==> src/emr_pkg.sv <==
package emr_pkg;
  // register byte offsets
  localparam logic [7:0] OFS_MGMT_FRAME = 8'h34;
  localparam logic [7:0] OFS_PAUSE      = 8'h38;
  localparam logic [7:0] OFS_HASH_LOW   = 8'h90;
  localparam logic [7:0] OFS_HASH_HIGH  = 8'h94;
  localparam logic [7:0] OFS_MATCH_BASE = 8'h98;
  localparam logic [7:0] OFS_TYPE_CMP   = 8'hB8;
  localparam logic [7:0] OFS_IRQ_STAT   = 8'hC0;
  localparam logic [7:0] OFS_IRQ_EN     = 8'hC4;
  localparam logic [7:0] OFS_IRQ_CLR    = 8'hC8;
  localparam logic [7:0] OFS_MGMT_DIV   = 8'hCC;
  localparam logic [7:0] MATCH_STRIDE   = 8'h08;
  localparam int         MATCH_COUNT    = 4;
  // management frame fields
  localparam int SOF_HI = 31;
  localparam int SOF_LO = 30;
  localparam int OP_HI  = 29;
  localparam int OP_LO  = 28;
  localparam int TA_HI  = 17;
  localparam int TA_LO  = 16;
  localparam int DAT_HI = 15;
  localparam logic [1:0] SOF_VALID = 2'h1;
  localparam logic [1:0] OP_READ   = 2'h2;
  localparam logic [1:0] OP_WRITE  = 2'h1;
  localparam logic [1:0] TA_CODE   = 2'h2;
  localparam logic [5:0] FRAME_BITS   = 6'h20;
  localparam logic [5:0] PREAMBLE_BITS = 6'h20;
  localparam logic [5:0] READ_DATA_POS = 6'h10;
  // irq bit positions
  localparam int IRQ_MGMT_DONE  = 0;
  localparam int IRQ_PAUSE_ZERO = 1;
  localparam int IRQ_BAD_FRAME  = 2;
  localparam int IRQ_WIDTH      = 3;
  // timing: 512 bit times at 100 Mb/s = 5120 ns
  localparam int PAUSE_QUANTUM_NS = 5120;
  localparam int CLK_PERIOD_NS    = 10;
  localparam int PAUSE_QUANTUM_CYC = PAUSE_QUANTUM_NS / CLK_PERIOD_NS;
  localparam logic [7:0] MDC_DIV_RESET = 8'h14;
  typedef enum logic [1:0]
  {
    MG_IDLE  = 2'b00,
    MG_PRE   = 2'b01,
    MG_SHIFT = 2'b10,
    MG_DONE  = 2'b11
  } emr_mg_state_t;
endpackage

==> src/emr_regs.sv <==
// Our own choices: the register addresses and the APB slave port.
`timescale 1ns/100ps
// Function
// - a completed PHY read stores the returned value in the data field.
// - turnaround field must be binary 10 (not checked: a frame with any other value still starts) and reads back exactly as written.
// - operation field 10 means PHY read, 01 means PHY write.
// - any other operation value makes the management frame invalid.
// - register address field selects the register inside the PHY.
// - pause count drops by one every 512 bit times.
// - reading the pause register returns the live countdown value.
// - lower hash register holds hash vector bits 31:0.
// - upper hash register holds hash vector bits 63:32.
// - each lower match register holds the low 32 address bits.
// - bit 0 of each lower match register is the group flag.
// - bit 0 maps to the lsb of the first received address byte.
// - type compare value is checked against received type/length field.
// - management-done flag sets when a management operation finishes.
// - pause-zero flag sets when the pause count reaches zero.
module emr_regs
  import emr_pkg::*;
(
  // clock and reset
  input  wire logic        I_CLK,
  input  wire logic        I_RST,
  // apb slave
  input  wire logic        I_PSEL,
  input  wire logic        I_PENABLE,
  input  wire logic        I_PWRITE,
  input  wire logic [7:0]  I_PADDR,
  input  wire logic [31:0] I_PWDATA,
  output logic      [31:0] O_PRDATA,
  output logic             O_PREADY,
  output logic             O_PSLVERR,
  // management serial pins
  output logic             O_MDC,
  input  wire logic        I_MDIO,
  output logic             O_MDIO,
  output logic             O_MDIO_OE,
  // link timing and receive side
  input  wire logic        I_PAUSE_LOAD,
  input  wire logic [15:0] I_PAUSE_VALUE,
  input  wire logic [47:0] I_RX_DEST_ADDR,
  input  wire logic [15:0] I_RX_TYPE_LEN,
  // filter results, management busy and interrupt
  output logic      [63:0] O_HASH_VECTOR,
  output logic      [3:0]  O_ADDR_MATCH,
  output logic      [3:0]  O_ADDR_GROUP,
  output logic             O_TYPE_MATCH,
  output logic             O_MGMT_BUSY,
  output logic             O_IRQ
);

  logic [31:0]          mgmt_frame;
  logic [15:0]          pause_count;
  logic [8:0]           quantum_cnt;
  logic [63:0]          hash_vec;
  logic [31:0]          match_low [MATCH_COUNT];
  logic [15:0]          match_high [MATCH_COUNT];
  logic [15:0]          type_compare_value;
  logic [IRQ_WIDTH-1:0] irq_stat;
  logic [IRQ_WIDTH-1:0] irq_en;
  logic [7:0]           mdc_div;
  logic [7:0]           div_cnt;
  emr_mg_state_t        mg_state;
  logic [5:0]           bit_cnt;
  logic [31:0]          shift_out;
  logic [15:0]          shift_in;
  logic                 is_read;
  logic                 mdio_s1;
  logic                 mdio_s2;
  logic                 mdio_s3;
  logic                 mdio_in;
  logic                 mdc_rise;
  logic                 mdc_fall;
  logic                 wr_en;
  logic                 rd_en;
  logic                 mgmt_done_ev;
  logic                 pause_zero_ev;
  logic                 bad_frame_ev;
  logic                 start_mgmt;
  logic [IRQ_WIDTH-1:0] irq_ev;
  logic [IRQ_WIDTH-1:0] irq_clr;

  function automatic logic hit(input logic [7:0] a, input logic [7:0] ofs);
    hit = (a == ofs);
  endfunction

  function automatic logic [7:0] match_ofs(input int n, input logic hi);
    match_ofs = OFS_MATCH_BASE + 8'(n) * MATCH_STRIDE + (hi ? 8'h04 : 8'h00);
  endfunction

  assign wr_en     = I_PSEL && I_PENABLE && I_PWRITE;
  assign rd_en     = I_PSEL && I_PENABLE && !I_PWRITE;
  assign O_PREADY  = 1'b1;
  assign O_PSLVERR = 1'b0;
  // write starts a frame only when idle; writes while busy are ignored
  assign start_mgmt = wr_en && hit(I_PADDR, OFS_MGMT_FRAME) && (mg_state == MG_IDLE);
  assign bad_frame_ev = start_mgmt && (I_PWDATA[SOF_HI:SOF_LO] != SOF_VALID ||
    (I_PWDATA[OP_HI:OP_LO] != OP_READ && I_PWDATA[OP_HI:OP_LO] != OP_WRITE));

  // configuration registers
  always_ff @(posedge I_CLK or posedge I_RST)
  begin
    if (I_RST)
    begin
      hash_vec           <= '0;
      type_compare_value <= '0;
      irq_en             <= '0;
      mdc_div            <= MDC_DIV_RESET;
      for (int i = 0; i < MATCH_COUNT; i++)
      begin
        match_low[i]  <= '0;
        match_high[i] <= '0;
      end
    end
    else if (wr_en)
    begin
      if (hit(I_PADDR, OFS_HASH_LOW))
        hash_vec[31:0] <= I_PWDATA;
      if (hit(I_PADDR, OFS_HASH_HIGH))
        hash_vec[63:32] <= I_PWDATA;
      if (hit(I_PADDR, OFS_TYPE_CMP))
        type_compare_value <= I_PWDATA[15:0];
      if (hit(I_PADDR, OFS_IRQ_EN))
        irq_en <= I_PWDATA[IRQ_WIDTH-1:0];
      if (hit(I_PADDR, OFS_MGMT_DIV) && I_PWDATA[7:0] != 8'h00)
        mdc_div <= I_PWDATA[7:0];
      for (int i = 0; i < MATCH_COUNT; i++)
      begin
        if (hit(I_PADDR, match_ofs(i, 1'b0)))
          match_low[i] <= I_PWDATA;
        if (hit(I_PADDR, match_ofs(i, 1'b1)))
          match_high[i] <= I_PWDATA[15:0];
      end
    end
  end

  // pause countdown; software write wins over a received pause load
  always_ff @(posedge I_CLK or posedge I_RST)
  begin
    if (I_RST)
    begin
      pause_count <= '0;
      quantum_cnt <= '0;
    end
    else if (wr_en && hit(I_PADDR, OFS_PAUSE))
    begin
      pause_count <= I_PWDATA[15:0];
      quantum_cnt <= '0;
    end
    else if (I_PAUSE_LOAD)
    begin
      pause_count <= I_PAUSE_VALUE;
      quantum_cnt <= '0;
    end
    else if (pause_count != 16'h0000)
    begin
      if (quantum_cnt == 9'(PAUSE_QUANTUM_CYC - 1))
      begin
        quantum_cnt <= '0;
        pause_count <= pause_count - 16'h0001;
      end
      else
        quantum_cnt <= quantum_cnt + 9'h001;
    end
  end
  assign pause_zero_ev = (pause_count == 16'h0001) &&
    (quantum_cnt == 9'(PAUSE_QUANTUM_CYC - 1)) &&
    !(wr_en && hit(I_PADDR, OFS_PAUSE)) && !I_PAUSE_LOAD;

  // mdio input, three stages, change taken when stages two and three agree
  always_ff @(posedge I_CLK or posedge I_RST)
  begin
    if (I_RST)
    begin
      mdio_s1 <= 1'b1;
      mdio_s2 <= 1'b1;
      mdio_s3 <= 1'b1;
      mdio_in <= 1'b1;
    end
    else
    begin
      mdio_s1 <= I_MDIO;
      mdio_s2 <= mdio_s1;
      mdio_s3 <= mdio_s2;
      if (mdio_s2 == mdio_s3)
        mdio_in <= mdio_s3;
    end
  end

  // management clock divider, runs only during a frame
  always_ff @(posedge I_CLK or posedge I_RST)
  begin
    if (I_RST)
    begin
      div_cnt <= '0;
      O_MDC   <= 1'b0;
    end
    else if (mg_state == MG_IDLE || mg_state == MG_DONE)
    begin
      div_cnt <= '0;
      O_MDC   <= 1'b0;
    end
    else if (div_cnt == mdc_div - 8'h01)
    begin
      div_cnt <= '0;
      O_MDC   <= !O_MDC;
    end
    else
      div_cnt <= div_cnt + 8'h01;
  end
  assign mdc_rise = (div_cnt == mdc_div - 8'h01) && !O_MDC;
  assign mdc_fall = (div_cnt == mdc_div - 8'h01) && O_MDC;

  // management frame engine: preamble, then the 32 frame bits msb first
  always_ff @(posedge I_CLK or posedge I_RST)
  begin
    if (I_RST)
    begin
      mg_state  <= MG_IDLE;
      bit_cnt   <= '0;
      shift_out <= '0;
      shift_in  <= '0;
      is_read   <= 1'b0;
      O_MDIO    <= 1'b1;
      O_MDIO_OE <= 1'b0;
    end
    else
    begin
      case (mg_state)
        MG_IDLE:
        begin
          if (start_mgmt && !bad_frame_ev)
          begin
            // phy select and register select travel unchanged in the frame
            shift_out <= I_PWDATA;
            is_read   <= (I_PWDATA[OP_HI:OP_LO] == OP_READ);
            bit_cnt   <= '0;
            O_MDIO    <= 1'b1;
            O_MDIO_OE <= 1'b1;
            mg_state  <= MG_PRE;
          end
        end
        MG_PRE:
        begin
          if (mdc_fall)
          begin
            if (bit_cnt == PREAMBLE_BITS - 6'h01)
            begin
              bit_cnt   <= '0;
              O_MDIO    <= shift_out[31];
              shift_out <= {shift_out[30:0], 1'b0};
              mg_state  <= MG_SHIFT;
            end
            else
              bit_cnt <= bit_cnt + 6'h01;
          end
        end
        MG_SHIFT:
        begin
          if (mdc_rise && is_read && bit_cnt >= READ_DATA_POS)
            shift_in <= {shift_in[14:0], mdio_in};
          if (mdc_fall)
          begin
            if (bit_cnt == FRAME_BITS - 6'h01)
              mg_state <= MG_DONE;
            else
            begin
              bit_cnt   <= bit_cnt + 6'h01;
              O_MDIO    <= shift_out[31];
              shift_out <= {shift_out[30:0], 1'b0};
              // release the line for turnaround and data on reads
              if (is_read && bit_cnt + 6'h01 >= 6'(SOF_HI - TA_HI))
                O_MDIO_OE <= 1'b0;
            end
          end
        end
        MG_DONE:
        begin
          O_MDIO_OE <= 1'b0;
          O_MDIO    <= 1'b1;
          mg_state  <= MG_IDLE;
        end
        default:
          mg_state <= MG_IDLE;
      endcase
    end
  end
  assign mgmt_done_ev = (mg_state == MG_DONE);
  assign O_MGMT_BUSY  = (mg_state != MG_IDLE);

  // management frame register; data field takes the PHY value when a read completes
  always_ff @(posedge I_CLK or posedge I_RST)
  begin
    if (I_RST)
      mgmt_frame <= '0;
    else if (start_mgmt)
      mgmt_frame <= I_PWDATA;
    else if (mgmt_done_ev && is_read)
      mgmt_frame[DAT_HI:0] <= shift_in;
  end

  always_comb
  begin
    irq_ev                 = '0;
    irq_ev[IRQ_MGMT_DONE]  = mgmt_done_ev;
    irq_ev[IRQ_PAUSE_ZERO] = pause_zero_ev;
    irq_ev[IRQ_BAD_FRAME]  = bad_frame_ev;
  end
  assign irq_clr = (wr_en && hit(I_PADDR, OFS_IRQ_CLR)) ? I_PWDATA[IRQ_WIDTH-1:0] : '0;

  // sticky status; a new event wins over a same-cycle clear
  always_ff @(posedge I_CLK or posedge I_RST)
  begin
    if (I_RST)
      irq_stat <= '0;
    else
      irq_stat <= (irq_stat & ~irq_clr) | irq_ev;
  end
  assign O_IRQ = |(irq_stat & irq_en);

  // read data mux
  always_ff @(posedge I_CLK or posedge I_RST)
  begin
    if (I_RST)
      O_PRDATA <= '0;
    else if (I_PSEL && !I_PENABLE && !I_PWRITE)
    begin
      O_PRDATA <= 32'h0000_0000;
      if (hit(I_PADDR, OFS_MGMT_FRAME))
        O_PRDATA <= mgmt_frame;
      if (hit(I_PADDR, OFS_PAUSE))
        O_PRDATA <= {16'h0000, pause_count};
      if (hit(I_PADDR, OFS_HASH_LOW))
        O_PRDATA <= hash_vec[31:0];
      if (hit(I_PADDR, OFS_HASH_HIGH))
        O_PRDATA <= hash_vec[63:32];
      if (hit(I_PADDR, OFS_TYPE_CMP))
        O_PRDATA <= {16'h0000, type_compare_value};
      if (hit(I_PADDR, OFS_IRQ_STAT))
        O_PRDATA <= {29'h0, irq_stat};
      if (hit(I_PADDR, OFS_IRQ_EN))
        O_PRDATA <= {29'h0, irq_en};
      if (hit(I_PADDR, OFS_MGMT_DIV))
        O_PRDATA <= {24'h000000, mdc_div};
      for (int i = 0; i < MATCH_COUNT; i++)
      begin
        if (hit(I_PADDR, match_ofs(i, 1'b0)))
          O_PRDATA <= match_low[i];
        if (hit(I_PADDR, match_ofs(i, 1'b1)))
          O_PRDATA <= {16'h0000, match_high[i]};
      end
    end
  end

  // receive-side compares, registered
  always_ff @(posedge I_CLK or posedge I_RST)
  begin
    if (I_RST)
    begin
      O_HASH_VECTOR <= '0;
      O_ADDR_MATCH  <= '0;
      O_ADDR_GROUP  <= '0;
      O_TYPE_MATCH  <= 1'b0;
    end
    else
    begin
      O_HASH_VECTOR <= hash_vec;
      O_TYPE_MATCH  <= (type_compare_value != 16'h0000) &&
                       (I_RX_TYPE_LEN == type_compare_value);
      for (int i = 0; i < MATCH_COUNT; i++)
      begin
        // address bit 0 is the first bit of the first byte on the wire
        O_ADDR_MATCH[i] <= ({match_high[i], match_low[i]} == I_RX_DEST_ADDR);
        O_ADDR_GROUP[i] <= match_low[i][0];
      end
    end
  end

endmodule

==> config.mk <==
export PLATFORM = sky130hd
export DESIGN_NAME = emr_regs
export DESIGN_NICKNAME = d
export VERILOG_FILES = /design/src/emr_pkg.sv /design/src/emr_regs.sv
export SDC_FILE = /design/constraint.sdc
export NUM_CORES = 1
export LEC_CHECK = 0
export BUFFER_PORTS_ARGS = -buffer_cell sky130_fd_sc_hd__buf_2
export CAP_MARGIN = 0
export CELL_PAD_IN_SITES_DETAIL_PLACEMENT = 1
export CELL_PAD_IN_SITES_GLOBAL_PLACEMENT = 2
export CORE_ASPECT_RATIO = 0.5
export CORE_UTILIZATION = 42
export CTS_BUF_LIST = sky130_fd_sc_hd__clkbuf_4 sky130_fd_sc_hd__clkbuf_8
export DETAILED_ROUTE_END_ITERATION = 8
export GPL_ROUTABILITY_DRIVEN = 0
export PLACE_DENSITY = 0.86
export SYNTH_ARGS = -nofsm -noshare
export SYNTH_HDL_FRONTEND = slang
export SYNTH_SLANG_ARGS = --single-unit
export TNS_END_PERCENT = 5
==> constraint.sdc <==
create_clock -name I_CLK -period 17.6 [get_ports I_CLK]
set_input_delay 0.88 -clock I_CLK [delete_from_list [all_inputs] [get_ports I_CLK]]
set_output_delay 0.88 -clock I_CLK [all_outputs]
set_load 0.01 [all_outputs]
Word-level counts from Yosys, hierarchy flattened:

Index checks and enable logic that the tools add are counted.
Widths: inputs -> output; s select.

* bits in writable memories: 0
* latch bits: 0
* word-level logic and storage cells: 210
* ROM bits: 0
* flip-flop bits (word level): 520
* memories: 0
* output and inout bits: 112
* input port bits: 127

* shift-type cells: 0
* muxes and demuxes: 59
* add/subtract/negate cells: 5
* $mul: 0
* magnitude comparators: 2
* equality and inequality tests: 41
* div/mod/pow operators: 0
* bitwise logic cells: 4
* reduce and logical (&&, ||, !) cells: 63

Operator list (number)
* $mux 32: 21
* $eq 48x48->1: 4
* $eq 8x8->1 const B: 15
* $mux 16: 6
* $pmux 32 s3: 1
* $mux 9: 4
* $reduce_and 2->1: 16
* $reduce_bool 16->1: 2
* $mux 6: 5
* $logic_and 1x1->1: 22
* $reduce_and 5->1: 4
* $pmux 6 s3: 1
* $eq 16x1->1 const B: 1
* $eq 16x16->1: 1
* $eq 8x6->1 const B: 2
* $mux 8: 2
* $sub 16x1->16 const B: 1
* $ne 2x2->1 const B: 7
* $reduce_bool 3->1: 4
* $mux 1: 10
* $mux 2: 5
* $add 9x1->9 const B: 1
* $eq 9x9->1 const B: 1
* $add 8x1->8 const B: 1
* 24 further kinds: 37

Depth between registers and ports, before layout:

Gate-level depths: netlist of run 1.

* depth after elaboration: 17
* gate-level depth with buffers: 11
* depth with buffers taken out: 9

Worst setup path after synthesis of run 1:

No wires, ideal clock.

* kind: input to register
* start: input I_PADDR[1]
* end: register shift_out[1]
* library setup time: 0.125 ns
* slack: 14.449 ns
* path buffers: 3
* arrival time: 3.026 ns
* stages: 9
* required time: 17.475 ns
* cells stage by stage: clkbuf_1 or4b_1 buf_2 nor3_4 a21oi_2 nor2_4 a21boi_4 buf_6 mux2_2

* longest elaborated chain between the ends: 8

RTL lines
* start, declared: RTL line emr_regs.sv:29 `input wire logic [7:0] I_PADDR,`
* $eq 8x6->1 *: RTL line emr_regs.sv:85 `hit = (a == ofs);`
* $logic_and 1x1->1 * (2 in a row): RTL line emr_regs.sv:97 `assign start_mgmt = wr_en && hit(I_PADDR, OFS_MGMT_FRAME) && (mg_state == MG_IDLE);`
* $logic_and 1x1->1: RTL line emr_regs.sv:98 `assign bad_frame_ev = start_mgmt && (I_PWDATA[SOF_HI:SOF_LO] != SOF_VALID ||`
* $logic_not 1->1: RTL line emr_regs.sv:233 `if (start_mgmt && !bad_frame_ev)`
* $logic_and 1x1->1 *: RTL line emr_regs.sv:233
* $ne 2x1->1 (no source line) *
* $reduce_and 6->1 (no source line) *
* end signal, assigned: RTL line emr_regs.sv:252 `shift_out <= {shift_out[30:0], 1'b0};`
* end signal, assigned: RTL line emr_regs.sv:271 `shift_out <= {shift_out[30:0], 1'b0};`
* end, declared: RTL line emr_regs.sv:66 `logic [31:0] shift_out;`

Every way passes the cells marked *; elsewhere a longest branch is shown, timed or not.
A chain may end at the register's enable or synchronous reset.

Worst setup path after layout of run 1:

* start: input I_PADDR[2]
* end: register shift_out[19]

The elaborated chain is that of the path after synthesis.

==> out/results.env, run 1 <==
RUN_STATUS='finished clean'
YOSYS_REGISTER_BITS=520
FIRST_GLOBAL_VIAS=20400
GR-MAX-USAGE-LAYER='met2'
SETUP.WORST_PATH.CLASS='in -> reg'
GRT_SETUP_UNREPAIRED='false'
SYN-MEAN-INSTANCE-AREA_UM2=11.6
END_KIND='flop'
GRT_START_MAX_NET_PINS=167
WORSTMARGINPINSLEW_NS=1.21
DRCVIOLATIONCOUNT=0
SETUP.WORST_PATH.START_CLASS='input port'
LAYOUT_WORST_PATH_CYCLE_SHARE=0.247
CTS.HTREE.LEVELS=3
POST-SYNTH-TOP-COUNT-CELL='dfrtp_1'
FP.DIEAREA_MM2=0.0625
PORTION_OF_SYNTHESIZED_CELL_AREA_OCCUPIED_BY_THE_LEADING_CELL_TYPE=0.497
CLOCK_SKEW_NS=0.0326
FLOORPLAN.CORE_AREA_MM2=0.0600
POWER.IR.VDD_WORST_mV=0.0840
GLOBAL_ROUTE_WIRE_LENGTH_BEFORE_REPAIR_UM=137000
DIE_HEIGHT_UM=177
FINAL_NETS=2581
AREA.GROWTH.SYNTH_TO_FINAL_PCT=13.8
FINALSETUPTNS_NS=0
POSTSYNTHCELLCOUNT=2231
PRE_CTS_WS_NS=12.60
DRT_ITER0_MARKERS=1856
NUMBER_OF_BUFFERS_INSERTED_BY_PORT_BUFFERING=236
SYNTH_SEQUENTIAL_AREA_RATIO=0.504
POST_CTS_SETUP_BUFFER_COUNT=0
SLEW-LIMIT-HEADROOM=0.196
DRIVE_GT1_FRAC=0.332
TRITONCTS.NUM_BUFFERS=79
FINISH.INSTANCE_AREA_MM2=0.0294
DP_HPWL_UM=64400
GLOBAL_ROUTE.USAGE.TOTAL=0.294
FINAL_HOLD_VIOL_COUNT=0
YS.WARNINGS.COUNT=0
DETAILED_ROUTE_VIAS_PER_INSTANCE=5.99
BOUNDARYPINS=239
CRITICAL_PATH_REQUIRED_NS=18.14
P_PER_AREA_mW_PER_MM2=100
SYNTH.LIB_CELLS_USED.DISTINCT=87
CTS.SINKS=520
INITIAL_CORE_UTIL=0.431
ROUTE.DETAILED.WL_PER_INST_UM=27.7
USE_MET3=0.0547
FINAL_CELL_COUNT_NO_FILL=3314
DETAILED_PLACE.AREA_MM2=0.0277
GROUTE.LAYER.MET1.USAGE=0.412
SYNTH.AREA.TOP_CELLS='dfrtp_1 50%, mux2_2 16%, xor2_1 7.5%'
POSTSYNTHNETCOUNT=2371
SYNTH_LARGEST_AREA_CELL='dfrtp_1'
WORST_EP_ARRIVAL_TIME_NS=4.90
DRTANTENNAVIOLNETS=0
DETAIL_ROUTE.FIRST_PASS.ITERATIONS=5
GRT_UTIL_MET2=0.457
GRT-OVFL-TOTAL=0
TIMING.CRITICAL_PATH.FANOUT_MAX=45
SYNTH_COMMON_CELLS='513 x dfrtp_1, 362 x mux2_2, 222 x xor2_1'
ASYNC_FLOP_SHARE=1.00
REPORT.FINAL.SLEW_VIOL_COUNT=0
FINALWORSTPATHREQUIREDPERIOD_NS=4.35
TRITONCTS='yes'
HOLD_BUFFERS=0
CLOCK-ROOT-BUFFER='clkbuf_8'
VIA_COUNT=19900
GRT_ANTENNA_BEFORE_REPAIR=6
CLOCK_PATH_BUFFERS=3
YOSYS_MOST_USED_DFF='dfrtp_1'
MAX_CAP_VIOL_COUNT=0
POST_LAYOUT_TOTAL_POWER_mW=2.95
LAYOUT_SETUP_WS_NS=13.25
NUMBER_OF_CELLS_IN_THE_DESIGN_AFTER_PLACEMENT=3172
MAX_CLOCK_FREQ_GHz=0.230
LEAK_PWR_nW=14.7
CLK_LATENCY_NS=0.68
COUNT_OF_FLIP_FLOPS_WITH_A_BUILT_IN_ENABLE_AFTER_SYNTHESIS=0
DIE-WIDTH_UM=353
PLACEMENT_ROWS=63
TIMING.FINAL.SETUP_VIOLATIONS=0
POSTROUTEWIRELENGTH_UM=91700
CLK_TRANSITION_REPORTED_PATHS_NS=0.06
SYNTH_AREA_MM2=0.0258
MIN-DELAY-PATH-CLASS='in -> async'
CTS_RESIZED=0
layout make-up:
class / count / area (µm²)
Antenna cell: 3 / 7.51
Sequential cell: 520 / 13000
Fill cell: 6402 / 30600
Clock buffer: 121 / 1520
Multi-Input combinational cell: 1548 / 12100
Tap cell: 812 / 1020
Timing Repair Buffer: 269 / 1440
Clock inverter: 18 / 143
Inverter: 23 / 93.8
registers in the layout (all words and copies together) (netlist names), 2 cells and up:
| name | flops |
|---|---|
| O_HASH_VECTOR | 64 |
| hash_vec | 64 |
| irq_en | 3 |
| quantum_cnt | 9 |
| type_compare_value | 16 |
| match_high | 64 |
| match_low | 128 |
| O_ADDR_GROUP | 4 |
| mg_state | 2 |
| O_PRDATA | 32 |
| mgmt_frame | 32 |
| shift_out | 32 |
| pause_count | 16 |
| O_ADDR_MATCH | 4 |
| irq_stat | 3 |
| shift_in | 16 |
| mdc_div | 8 |
| bit_cnt | 6 |
| div_cnt | 8 |
layer usage:
| layer | share of wire | vias to the layer above |
|---|---|---|
| met1 | 0.43 | 10400 |
| met4 | 0.030 | 2 |
| met2 | 0.46 | 808 |
| met5 | 0.00034 | - |
| met3 | 0.078 | 173 |
| li1 | - | 8505 |
worst max-delay path: stages:
cell,delay (ns)
buf_4,0.52
or4b_1,0.68
nor3_4,0.93
a21oi_2,0.22
nor2_4,0.23
a21boi_4,0.95
mux2_2,0.43
cells by family (layout without fill, tap and decap cells):
kind of cell | count (synthesis) | count (layout) | synth area share
mux | 429 | 429 | 0.186
flops | 520 | 520 | 0.504
compound gates | 371 | 371 | 0.0988
fa+ha+maj | 14 | 14 | 0.00669
buf+inv | 163 | 431 | 0.0269
xor+xnor | 239 | 239 | 0.0811
simple gates | 493 | 493 | 0.0957
other cells | 2 | 5 | 0.000291
power breakdown:
group	switching, mW	internal (mW)	total, mW
sequential	0.0561	1.27	1.33
combinational	0.302	0.241	0.543
clock	0.512	0.568	1.08
worst paths after layout:
| path | endpoint | depth (start not counted) | slack, ns | startpoint |
|---|---|---|---|---|
| min in group I_CLK | mdio_s1$_DFF_PP1_ | 1 | 0.33 | I_MDIO |
| max in group asynchronous | match_low[12]$_DFFE_PP0P_ | 4 | 15.06 | I_RST |
| hold / removal | O_HASH_VECTOR[41]$_DFF_PP0_ | 2 | 0.32 | I_RST |
| setup reg to reg | shift_in[12]$_DFFE_PP0P_ | 7 | 14.12 | mdc_div[0]$_DFFE_PP0P_ |
| setup / recovery | shift_out[19]$_DFFE_PP0P_ | 7 | 13.25 | I_PADDR[2] |
| hold reg to reg | mdio_s2$_DFF_PP1_ | 0 | 0.36 | mdio_s1$_DFF_PP1_ |
placed cells by master (no fill, tap or decap), types with 10 or more instances in the layout:
cell / count
a21oi_1: 90
a221oi_1: 10
a222oi_1: 17
a22o_1: 20
a22oi_1: 30
and3_1: 12
buf_2: 235
buf_4: 33
clkbuf_4: 24
clkbuf_8: 97
clkinv_2: 11
dfrtp_1: 513
ha_1: 13
inv_1: 21
mux2_2: 362
mux2_4: 12
mux2i_1: 52
nand2_1: 117
nand3_1: 36
nand4_1: 19
nor2_1: 139
nor3_1: 40
nor4_1: 61
o21a_1: 11
o21ai_0: 76
o221ai_1: 16
o22ai_1: 15
xnor2_1: 17
xor2_1: 222
stage by stage:
stage	hold slack [ns]	util
detailed placement	0.347	0.462
finish	0.323	0.490
global placement	0.349	0.462
CTS	0.284	0.490
floorplan	0.345	-
global route	0.283	0.490
No activity file was read; power rests on OpenSTA's default activity.
==> run 2, diff against run 1 <==
--- a/config.mk
+++ b/config.mk
@@ -10,11 +10,11 @@
 export CELL_PAD_IN_SITES_DETAIL_PLACEMENT = 1
 export CELL_PAD_IN_SITES_GLOBAL_PLACEMENT = 2
 export CORE_ASPECT_RATIO = 0.5
-export CORE_UTILIZATION = 42
+export CORE_UTILIZATION = 38
 export CTS_BUF_LIST = sky130_fd_sc_hd__clkbuf_4 sky130_fd_sc_hd__clkbuf_8
 export DETAILED_ROUTE_END_ITERATION = 8
 export GPL_ROUTABILITY_DRIVEN = 0
-export PLACE_DENSITY = 0.86
+export PLACE_DENSITY = 0.82
 export SYNTH_ARGS = -nofsm -noshare
 export SYNTH_HDL_FRONTEND = slang
 export SYNTH_SLANG_ARGS = --single-unit
==> constraint.sdc (replaced) <==
create_clock -name I_CLK -period 3.52 [get_ports I_CLK]
set_input_delay 0.176 -clock I_CLK [delete_from_list [all_inputs] [get_ports I_CLK]]
set_output_delay 0.176 -clock I_CLK [all_outputs]
set_load 0.01 [all_outputs]
==> run 2 against run 1 <==
Combinational power increased to 5.2 times the previous value. Non-clock buffer count increased by 104. Total power increased to 5.1 times the previous value. First-iteration DRC count decreased by 13%. Clock skew decreased by 0.0067 ns. Sequential power increased to 5.0 times the previous value. Core utilization decreased by 3.5 points. Register-to-register slack got worse by 14 ns. Global-route usage decreased by 2.0 points. Via count increased by 1.5%. Setup slack got worse by 13 ns. Die area increased by 10%.
==> out/results.env, run 2 (synthesis gave the netlist of run 1 again) <==
DIE-WIDTH_UM=371
TIMING.CRITICAL_PATH.FANOUT_MAX=14
GRT_ANTENNA_BEFORE_REPAIR=6
POWER.SHARE.COMBINATIONAL=0.189
DRTANTENNAVIOLNETS=0
SEQ_POWER_SHARE=0.444
NUMBER_OF_BUFFERS_INSERTED_BY_PORT_BUFFERING=236
BIGGEST_REGISTER='match_low'
LAYOUT_WORST_PATH_CYCLE_SHARE=0.928
DP_HPWL_UM=66800
CLOCK-ROOT-BUFFER='clkbuf_8'
P_PER_AREA_mW_PER_MM2=490
MOST_COMMON_CELL_AFTER_LAYOUT_FILL_AND_TAPS_ASIDE='dfrtp_1'
SETUP.WORST_PATH.CLASS='reg -> reg'
LAYOUT.AREA.SEQ_MM2=0.0130
FINAL_NETS=2685
GRT-OVFL-TOTAL=0
GLOBAL_ROUTE_WIRE_LENGTH_BEFORE_REPAIR_UM=140000
POST_LAYOUT_TOTAL_POWER_mW=14.9
FLOORPLAN.CORE_AREA_MM2=0.0671
MAX_CLOCK_FREQ_GHz=0.306
POST_ROUTE_CORE_UTILIZATION=0.455
FP.DIEAREA_MM2=0.0691
DIE_HEIGHT_UM=186
AREA.GROWTH.SYNTH_TO_FINAL_PCT=18.2
RUN_STATUS='finished clean'
POWER_REPORT.INTERNAL_TOTAL_mW=10.6
CLK_TRANSITION_REPORTED_PATHS_NS=0.07
POWER.IR.VDD_WORST_mV=0.281
HOLD_DEPTH=3
SWITCHING_SHARE=0.294
MAX_CAP_VIOL_COUNT=0
DETAIL_ROUTE.FIRST_PASS.ITERATIONS=8
CLK_LATENCY_NS=0.70
WORST_EP_ARRIVAL_TIME_NS=3.83
FINALWORSTPATHREQUIREDPERIOD_NS=3.27
CRITICAL_PATH_REQUIRED_NS=4.08
MULTI_INPUT_COMB_AREA_MM2=0.0121
BOUNDARYPINS=239
NUM-FILL-CELLS=7232
GRT_START_MAX_NET_PINS=130
LARGEST_REG_FLOPS=128
VIA_COUNT=20100
GRT_SETUP_UNREPAIRED='false'
CLOCK_SKEW_NS=0.0258
POSTROUTEWIRELENGTH_UM=94600
PLACEMENT_ROWS=67
END_KIND='flop'
INITIAL_CORE_UTIL=0.385
LAYOUT.CELLS.MOST_COMMON_LIST='513 x dfrtp_1, 362 x mux2_2, 235 x buf_2'
TIMING.FINAL.SETUP_VIOLATIONS=0
WORST-R2R-CELL-COUNT=9
DRIVE_GT1_FRAC=0.333
LEAK_PWR_nW=15.2
ROUTE.DETAILED.WL_PER_INST_UM=27.0
CTS.SINKS=520
DETAILED_ROUTE_VIAS_PER_INSTANCE=5.75
REPORT.FINAL.SLEW_VIOL_COUNT=0
MIN-DELAY-PATH-CLASS='in -> reg'
FINALSETUPTNS_NS=0
WORSTMARGINPINSLEW_NS=1.05
DRCVIOLATIONCOUNT=0
NETSWITCHINGPOWER_mW=4.39
CTS.HTREE.LEVELS=3
CLOCK_PATH_BUFFERS=3
FIRST_GLOBAL_VIAS=20900
SLEW-LIMIT-HEADROOM=0.293
PWR-SHARE-CLK=0.367
TRITONCTS.NUM_BUFFERS=79
GLOBAL_ROUTE.USAGE.TOTAL=0.273
SETUP.WORST_PATH.START_CLASS='flop'
TRITONCTS='yes'
FINAL_HOLD_VIOL_COUNT=0
DRT_ITER0_MARKERS=1620
run 2: changes by cell type in the layout (fill, tap and decap cells not counted), moves of 2 or more:
cell           delta
buf_12            +4
buf_4            +33
clkbuf_8          +3
clkinv_2          -2
clkinvlp_4        +4
dlygate4sd3_1    +67
inv_6             -3
run 2: cell type report:
cell class              instances  share of cell area
flip-flops and latches        520               0.427
well taps                     897              0.0368
multi-input cells            1548               0.398
repair buffers                373              0.0800
clock inverters                16             0.00422
inverters                      23             0.00295
diodes                          3            0.000246
clock buffers                 125              0.0512
run 2: repair_timing:
action                                  CTS  global route
buffers inserted                          0             0
endpoints found under the setup margin    0             1
resized for setup                         0             1
hold buffers                             67             0
hold endpoints to repair                386             0
run 2: layer usage:
metal	vias to the layer above	global-route usage	wire length (µm)
met5	-	0	0
met4	0	0.0943	3170
met3	174	0.0646	7290
met2	720	0.422	43300
met1	10500	0.376	40800
li1	8719	-	-
run 2: power groups by stage:
stage	sequential (mW)	clock (mW)	combinational [mW]
finish	6.63	5.49	2.82
detailed placement	6.73	0	2.75
global route	6.67	5.84	3.04
floorplan	6.65	0	1.99
CTS	6.62	5.60	2.82
global placement	6.72	0	2.67
run 2: final timing paths:
path                                                 start                    endpoint  slack, ns
worst max-delay path            pause_count[8]$_DFFE_PP0P_  pause_count[5]$_DFFE_PP0P_       0.25
worst min-delay path                           I_PWDATA[9]   mgmt_frame[9]$_DFFE_PP0P_       0.05
max in group asynchronous                            I_RST  O_HASH_VECTOR[6]$_DFF_PP0_       1.75
worst max register to register  pause_count[8]$_DFFE_PP0P_  pause_count[5]$_DFFE_PP0P_       0.25
worst min register to register           mdio_s1$_DFF_PP1_           mdio_s2$_DFF_PP1_       0.36
min in group asynchronous                            I_RST    hash_vec[13]$_DFFE_PP0P_       0.58
run 2: stage by stage:
| step | std cells | instance area, µm² | setup WS (ns) | hold slack, ns |
|---|---|---|---|---|
| 2_1_floorplan | 2231 | 25800 | -3.71 | 0.180 |
| 5_1_grt | 3504 | 30500 | 0.0900 | 0.0341 |
| 4_1_cts | 3502 | 30500 | 0.146 | 0.000647 |
| 3_3_place_gp | 3294 | 28100 | 0.626 | 0.152 |
| 3_5_place_dp | 3294 | 28100 | 0.524 | 0.154 |
| 6_report | 3505 | 30500 | 0.254 | 0.0511 |
run 2: worst max-delay path, stage by stage (launching register included):
cell,delay (ns)
dfrtp_1,0.47
or4_1,0.63
nor4_2,0.35
nand2_1,0.13
o21ai_1,0.34
nand2_2,0.24
buf_4,0.29
nor2_1,0.10
a31oi_1,0.05
dlygate4sd3_1,0.55
